File: config.mk
export PLATFORM = sky130hd
export DESIGN_NAME = hcs_counter_compare_status
export DESIGN_NICKNAME = d
export VERILOG_FILES = /design/src/hcs_pkg.sv /design/src/hcs_counter_compare_status.sv
export VERILOG_INCLUDE_DIRS = /design/src
export SDC_FILE = /design/constraint.sdc
export NUM_CORES = 2
export LEC_CHECK = 0
export BUFFER_PORTS_ARGS = -buffer_cell sky130_fd_sc_hd__buf_2
export CORE_MARGIN = 4
export CORE_UTILIZATION = 45
export CTS_BUF_LIST = sky130_fd_sc_hd__clkbuf_4
export DETAILED_ROUTE_END_ITERATION = 10
export PLACE_DENSITY_LB_ADDON = 0.12
export SYNTH_ARGS = -nofsm -noshare
export SYNTH_HDL_FRONTEND = slang
export SYNTH_SLANG_ARGS = --single-unit
File: constraint.sdc
create_clock -name clk_i -period 8.77 [get_ports clk_i]
set_input_delay 1.3155 -clock clk_i [delete_from_list [all_inputs] [get_ports clk_i]]
set_output_delay 1.3155 -clock clk_i [all_outputs]
set_load 0.005 [all_outputs]
File: src/hcs_defines.svh
`ifndef HCS_DEFINES_SVH
`define HCS_DEFINES_SVH

// Register bus geometry
`define HCS_ADDR_W          8
`define HCS_DATA_W          32

// Register offsets (word addresses on the plain port)
`define HCS_OFF_STATUS      8'h00
`define HCS_OFF_CTRL        8'h01
`define HCS_OFF_IRQ_STAT    8'h02
`define HCS_OFF_IRQ_MASK    8'h03
`define HCS_OFF_RANGE_BASE  8'h10
`define HCS_OFF_RANGE_LAST  8'h1f

// Control register fields
`define HCS_CTRL_RANGE_MODE 0
`define HCS_CTRL_LINEAR     1
`define HCS_CTRL_TASK_LSB   8

// Status word and interrupt status fields
`define HCS_NUM_RANGES      8
`define HCS_BIT_CMP_BUSY    8
`define HCS_BIT_OVF         9
`define HCS_IRQ_OVF_BIT     8
`define HCS_IRQ_CMP_BIT     9
`define HCS_IRQ_W           10

// Reset values
`define HCS_CTRL_RST        32'h0000_0000
`define HCS_MASK_RST        10'h000
`define HCS_RANGE_RST       32'h0000_0000

// Timing: scan cycle derived from the clock period
`define HCS_CLK_PERIOD_PS   5000
`define HCS_SCAN_TIME_US    1000
`define HCS_SCAN_CYCLES     ((`HCS_SCAN_TIME_US * 1000000) / `HCS_CLK_PERIOD_PS)

`endif

File: src/hcs_pkg.sv
package hcs_pkg;

	typedef struct packed {
		logic [7:0]  addr;
		logic [31:0] wdata;
		logic        we;
		logic        re;
	} hcs_reg_req_s;

	typedef struct packed {
		logic op_start;
		logic pv_write;
		logic overflow;
		logic underflow;
		logic pv_read_command;
		logic counter_init_command;
		logic cmp_start;
		logic cmp_stop;
	} hcs_cnt_evt_s;

	typedef struct packed {
		logic [5:0] rsvd;
		logic       ovf_flag;
		logic       cmp_busy;
		logic [7:0] in_range;
	} hcs_status_s;

endpackage : hcs_pkg

File: src/hcs_counter_compare_status.sv
// Design decisions made here: the strobed register port and the placing of the registers.
`include "hcs_defines.svh"

module hcs_counter_compare_status #(
	parameter int unsigned SCAN_CYCLES = `HCS_SCAN_CYCLES,
	parameter int unsigned PV_W        = 32
)(
	input  wire logic                     clk_i,
	input  wire logic                     sys_rst_i,
	input  wire hcs_pkg::hcs_reg_req_s    reg_req_i,
	output logic [`HCS_DATA_W-1:0]        reg_rdata_o,
	input  wire logic [PV_W-1:0]          pv_i,
	input  wire hcs_pkg::hcs_cnt_evt_s    cnt_evt_i,
	output hcs_pkg::hcs_status_s          status_o,
	output logic                          irq_o
);

	localparam int unsigned NR    = `HCS_NUM_RANGES;
	localparam int unsigned CNT_W = $clog2(SCAN_CYCLES + 1);
	localparam int unsigned IW    = `HCS_IRQ_W;

	logic [PV_W-1:0]        lo_r [NR];
	logic [PV_W-1:0]        hi_r [NR];
	logic [`HCS_DATA_W-1:0] ctrl_r;
	logic [NR-1:0]          in_range_r;
	logic [NR-1:0]          in_rng_nxt;
	logic                   cmp_busy_r;
	logic                   ovf_r;
	logic [IW-1:0]          irq_stat_r;
	logic [IW-1:0]          irq_mask_r;
	logic [IW-1:0]          irq_set;
	logic                   irq_r;
	logic [`HCS_DATA_W-1:0] rdata_r;
	logic [CNT_W-1:0]       scan_cnt_r;
	logic                   scan_tick_r;
	logic [CNT_W-1:0]       scan_gap_r;
	logic                   refresh;
	logic                   range_mode;
	logic                   linear_mode;
	logic [NR-1:0]          task_en;
	logic                   pv_step;
	logic                   range_sel;
	logic [2:0]             range_idx;

	function automatic logic in_window(input logic [PV_W-1:0] v,
		input logic [PV_W-1:0] lo, input logic [PV_W-1:0] hi);
		in_window = (v >= lo) && (v <= hi);
	endfunction : in_window

	// Sticky bits: a set arriving with the clearing write is kept
	function automatic logic [IW-1:0] w1c(input logic [IW-1:0] cur,
		input logic [IW-1:0] set, input logic [IW-1:0] clr);
		w1c = (cur & ~clr) | set;
	endfunction : w1c

	assign range_mode  = ctrl_r[`HCS_CTRL_RANGE_MODE];
	assign linear_mode = ctrl_r[`HCS_CTRL_LINEAR];
	assign task_en     = ctrl_r[`HCS_CTRL_TASK_LSB +: NR];
	assign pv_step     = cnt_evt_i.overflow | cnt_evt_i.underflow;
	assign range_sel   = (reg_req_i.addr >= `HCS_OFF_RANGE_BASE)
		&& (reg_req_i.addr <= `HCS_OFF_RANGE_LAST);
	assign range_idx   = reg_req_i.addr[3:1];

	// Scan-cycle divider; one-cycle enable per scan
	always_ff @(posedge clk_i)
	begin
		if (sys_rst_i)
		begin
			scan_cnt_r  <= '0;
			scan_tick_r <= 1'b0;
		end
		else if (scan_cnt_r == CNT_W'(SCAN_CYCLES - 1))
		begin
			scan_cnt_r  <= '0;
			scan_tick_r <= 1'b1;
		end
		else
		begin
			scan_cnt_r  <= scan_cnt_r + CNT_W'(1);
			scan_tick_r <= 1'b0;
		end
	end

	// Separate gap count so the divider's end points are checked, not copied
	always_ff @(posedge clk_i)
	begin
		if (sys_rst_i)
			scan_gap_r <= '0;
		else if (scan_tick_r)
			scan_gap_r <= CNT_W'(1);
		else
			scan_gap_r <= scan_gap_r + CNT_W'(1);
	end

	assign refresh = scan_tick_r
		| cnt_evt_i.pv_read_command
		| cnt_evt_i.counter_init_command;

	// Flags are computed from limits and range mode; task enables play no part
	always_comb
	begin
		for (int i = 0; i < NR; i++)
			in_rng_nxt[i] = range_mode & in_window(pv_i, lo_r[i], hi_r[i]);
	end

	always_ff @(posedge clk_i)
	begin
		if (sys_rst_i || cnt_evt_i.op_start)
			in_range_r <= '0;
		else if (refresh)
			in_range_r <= in_rng_nxt;
	end

	// Start wins over a stop in the same cycle
	always_ff @(posedge clk_i)
	begin
		if (sys_rst_i || cnt_evt_i.op_start)
			cmp_busy_r <= 1'b0;
		else if (cnt_evt_i.cmp_start)
			cmp_busy_r <= 1'b1;
		else if (cnt_evt_i.cmp_stop)
			cmp_busy_r <= 1'b0;
	end

	// An overflow coinciding with a value write is kept, not lost
	always_ff @(posedge clk_i)
	begin
		if (sys_rst_i || cnt_evt_i.op_start)
			ovf_r <= 1'b0;
		else if (pv_step && linear_mode)
			ovf_r <= 1'b1;
		else if (cnt_evt_i.pv_write)
			ovf_r <= 1'b0;
	end

	// Control register
	always_ff @(posedge clk_i)
	begin
		if (sys_rst_i)
			ctrl_r <= `HCS_CTRL_RST;
		else if (reg_req_i.we && reg_req_i.addr == `HCS_OFF_CTRL)
			ctrl_r <= reg_req_i.wdata;
	end

	// Range limits; lower at even offset, upper at odd
	always_ff @(posedge clk_i)
	begin
		if (sys_rst_i)
		begin
			for (int i = 0; i < NR; i++)
			begin
				lo_r[i] <= PV_W'(`HCS_RANGE_RST);
				hi_r[i] <= PV_W'(`HCS_RANGE_RST);
			end
		end
		else if (reg_req_i.we && range_sel)
		begin
			if (reg_req_i.addr[0])
				hi_r[range_idx] <= reg_req_i.wdata[PV_W-1:0];
			else
				lo_r[range_idx] <= reg_req_i.wdata[PV_W-1:0];
		end
	end

	// Interrupt events: range entry or exit only for ranges with a task
	always_comb
	begin
		irq_set = '0;
		if (refresh && !cnt_evt_i.op_start)
			irq_set[NR-1:0] = (in_rng_nxt ^ in_range_r) & task_en;
		irq_set[`HCS_IRQ_OVF_BIT] = pv_step & linear_mode;
		irq_set[`HCS_IRQ_CMP_BIT] = cnt_evt_i.cmp_start | cnt_evt_i.cmp_stop;
	end

	always_ff @(posedge clk_i)
	begin
		if (sys_rst_i)
			irq_stat_r <= '0;
		else if (reg_req_i.we && reg_req_i.addr == `HCS_OFF_IRQ_STAT)
			irq_stat_r <= w1c(irq_stat_r, irq_set, reg_req_i.wdata[IW-1:0]);
		else
			irq_stat_r <= w1c(irq_stat_r, irq_set, '0);
	end

	always_ff @(posedge clk_i)
	begin
		if (sys_rst_i)
			irq_mask_r <= `HCS_MASK_RST;
		else if (reg_req_i.we && reg_req_i.addr == `HCS_OFF_IRQ_MASK)
			irq_mask_r <= reg_req_i.wdata[IW-1:0];
	end

	// Registered output costs one cycle of latency after the status bit
	always_ff @(posedge clk_i)
	begin
		if (sys_rst_i)
			irq_r <= 1'b0;
		else
			irq_r <= |(irq_stat_r & irq_mask_r);
	end

	// Read data valid in the cycle after the strobe only; unmapped reads zero
	always_ff @(posedge clk_i)
	begin
		if (sys_rst_i || !reg_req_i.re)
			rdata_r <= '0;
		else if (range_sel && reg_req_i.addr[0])
			rdata_r <= `HCS_DATA_W'(hi_r[range_idx]);
		else if (range_sel)
			rdata_r <= `HCS_DATA_W'(lo_r[range_idx]);
		else
		begin
			case (reg_req_i.addr)
				`HCS_OFF_STATUS:   rdata_r <= `HCS_DATA_W'(status_o);
				`HCS_OFF_CTRL:     rdata_r <= ctrl_r;
				`HCS_OFF_IRQ_STAT: rdata_r <= `HCS_DATA_W'(irq_stat_r);
				`HCS_OFF_IRQ_MASK: rdata_r <= `HCS_DATA_W'(irq_mask_r);
				default:           rdata_r <= '0;
			endcase
		end
	end

	assign status_o.rsvd     = '0;
	assign status_o.ovf_flag = ovf_r;
	assign status_o.cmp_busy = cmp_busy_r;
	assign status_o.in_range = in_range_r;
	assign irq_o             = irq_r;
	assign reg_rdata_o       = rdata_r;
endmodule : hcs_counter_compare_status

==> run_results.csv <==
group,metric,value,unit
status,status,"finished clean",
yosys,synth_top_area_cell,"edfxtp_1",
global_route,grt_first_pass_wirelength,215700,µm
timing,hold_ws,0.4221,ns
timing,maxSlewViolCount,0,
global_route,antenna_found_initial,6,
cts,postCtsSetupRepairBufs,0,
yosys,synth.area.top_cells,"edfxtp_1 39%, ha_1 16%, and2_1 8.3%",
cts,clock_latency,1.09,ns
final_layout,multi_input_area,19490,µm²
worst_setup_path,path_cells,"buf_4 > clkinv_1 > nor2_1 > nand2_1 > o21ai_4",
cts,cts-resized-gates,0,
die,fp.dieArea,92910,µm²
yosys,synth_edf_count,512,
cts,htree_levels,4,
yosys,synth_cell_types,59,
cts,cts_buffers,175,
global_route,grt_overflow,0,
final_layout,area_growth,10.81,%
yosys,syn_inst,4007,
global_route,grt_max_degree,65,
timing,clock_skew,0.06336,ns
die,io_pins,133,
timing,hold_violations,0,
route,drc_errors,0,
timing,worst_slew_pin_slew,1.279,ns
global_route,grt.total_usage,0.3174,
placement,place_congestion,0.9812,
timing,tns,0,ns
timing,relSlewSlack,0.1442,
final_layout,layout.nets,4772,
timing,min_period,4.435,ns
yosys,synth_area,39640,µm²
route,ant_nets,0,
cts,cts_root_buffer,"clkbuf_4",
yosys,ys.flop_type,"edfxtp_1",
global_route,grt_pass1_vias,30940,
die,fp.coreArea,87020,µm²
worst_setup_path,r2r.worst_path.cells,10,
cts,cts.sinks,626,
worst_setup_path,cp.required,9.44,ns
worst_setup_path,endpoint_kind,"flip-flop",
die,fp.dieH,304.8,µm
worst_setup_path,critPathMaxStageDelay,1.24,ns
die,rows,108,
placement,portBuffers,126,
worst_setup_path,worst_ep_arrival_time,5.10,ns
yosys,yosysSeqAreaShare,0.4454,
route,drtIter0Drc,3857,
cts,path_clk_slew,0.07,ns
run,cap_violations,0,
timing,max_freq,225.5,MHz
route,via_count,32370,
yosys,ys_top_cells_by_count,"529 x and2_1, 520 x inv_1, 513 x ha_1, 512 x edfxtp_1, 267 x nand2_1",
power,power_density,165.5,nW/µm²
route,vias_per_cell,5.915,
timing,period_share,0.5057,
route,wl,150400,µm
cts,cts_tree,"built",
yosys,synth.avg_cell_area,9.893,µm²
power,vdd_ir_drop_max,0.1132,mV
worst_setup_path,worstSetupPathType,"in2reg",
route,dr.pass1.iters,6,
worst_setup_path,critPathLaunchType,"input pin",
power,p_leak,19.21,nW
placement,dp_hpwl,107100,µm
yosys,ys_warn_count,0,
cts,postCtsHoldBufs,0,
timing,rsz0062_at_grt,"false",
cts,clk_path_buf_depth,3,
yosys,ys_seq_elements,626,
min_path,whs_path_depth,2,
yosys,synth_most_common_cell,"and2_1",
die,initial_core_util,0.4555,
final_layout,fill_cells,8148,
route,post_drt_wl_per_cell,27.48,µm
final_layout,drive_gt1_frac,0.1192,
min_path,hold_path.class,"in2reg",
yosys,async_reset_ff_frac,0,
worst_setup_path,crit_slowest_cell,"o21ai_4",
yosys,synth_top_cell_area_share,0.3878,
worst_setup_path,path_max_fanout,32,
final_layout,seq_area,17660,µm²
die,die_w,304.8,µm
timing,setup_viol,0,
-- sequential cells by signal, summed over array words and instances, names as in the netlist --
signal / flops
in_range_r: 8
scan_cnt_r: 18
irq_o: 1
ctrl_r: 32
hi_r: 256
irq_mask_r: 10
lo_r: 256
irq_stat_r: 10
reg_rdata_o: 32
ovf_r: 1
cmp_busy_r: 1
scan_tick_r: 1
-- layout by cell type (no fill, tap or decap), types with 63 or more instances in the layout --
cell type | netlist | final
inv_1 | 520 | 520
a21oi_1 | 228 | 228
a221oi_1 | 80 | 80
buf_2 | 30 | 124
nand2_1 | 267 | 267
edfxtp_1 | 512 | 512
nor2_1 | 139 | 123
nand4_1 | 109 | 109
o21ai_0 | 157 | 145
clkbuf_4 | 0 | 256
ha_1 | 513 | 513
a22oi_1 | 94 | 94
a21o_1 | 68 | 68
nand3_1 | 87 | 87
and2_1 | 529 | 528
dfxtp_1 | 114 | 114
buf_4 | 8 | 63
-- power breakdown --
| group | total, mW | switching [mW] | internal [mW] |
|---|---|---|---|
| clock | 2.80 | 1.35 | 1.45 |
| combinational | 1.03 | 0.700 | 0.327 |
| sequential | 3.44 | 0.105 | 3.34 |
-- logic make-up (layout without fill, tap and decap cells) --
logic type | Yosys count | in the layout | share of synthesized area
flops | 626 | 626 | 0.4454
simple gates | 1233 | 1233 | 0.1664
compound gates | 846 | 846 | 0.1394
buf+inv | 723 | 1015 | 0.07016
fa+ha+maj | 513 | 513 | 0.1619
other cells | 1 | 19 | 0.00009459
mux | 41 | 41 | 0.01130
xor+xnor | 24 | 24 | 0.005302
-- layer usage --
metal	routed length [µm]	vias up	GRT usage
met5	0	-	0
met4	7422	0	0.1471
met3	14300	372	0.07361
met2	66380	1718	0.4877
met1	62270	15530	0.4266
li1	-	14750	-
-- area by class of cell --
type / count / area share
diodes: 13 / 0.0007405
well taps: 1155 / 0.03290
flip-flops and latches: 626 / 0.4019
clock inverters: 50 / 0.007405
inverters: 522 / 0.04460
clock buffers: 256 / 0.04375
repair buffers: 187 / 0.02489
multi-input cells: 2663 / 0.4438
-- path summary, 6_finish.rpt --
path / from / end / slack, ns
worst max-delay path: reg_req_i[37] / lo_r[7][20] / 4.34
worst min register to register: ctrl_r[21] / ctrl_r[21] / 0.46
worst min-delay path: cnt_evt_i[7] / cmp_busy_r / 0.42
worst max register to register: hi_r[1][31] / in_range_r[1] / 4.69
-- critical path, delay by kind of cell --
| family | cells | cell delay [ns] |
|---|---|---|
| buf+inv | 2 | 1.28 |
| compound gates | 1 | 1.24 |
| simple gates | 2 | 1.21 |
-- through the flow --
step	area [µm²]	setup WS (ns)	util	power, mW	instances
final	43930	4.335	0.5048	7.269	5472
after floorplan	39660	3.800	-	4.039	4012
after CTS	43900	4.560	0.5044	7.288	5459
after detailed placement	41650	3.412	0.4786	4.504	5153
after global routing	43910	4.239	0.5046	7.581	5466
after global placement	41650	3.513	0.4786	4.490	5153
Power figures use the tool's default switching activity.
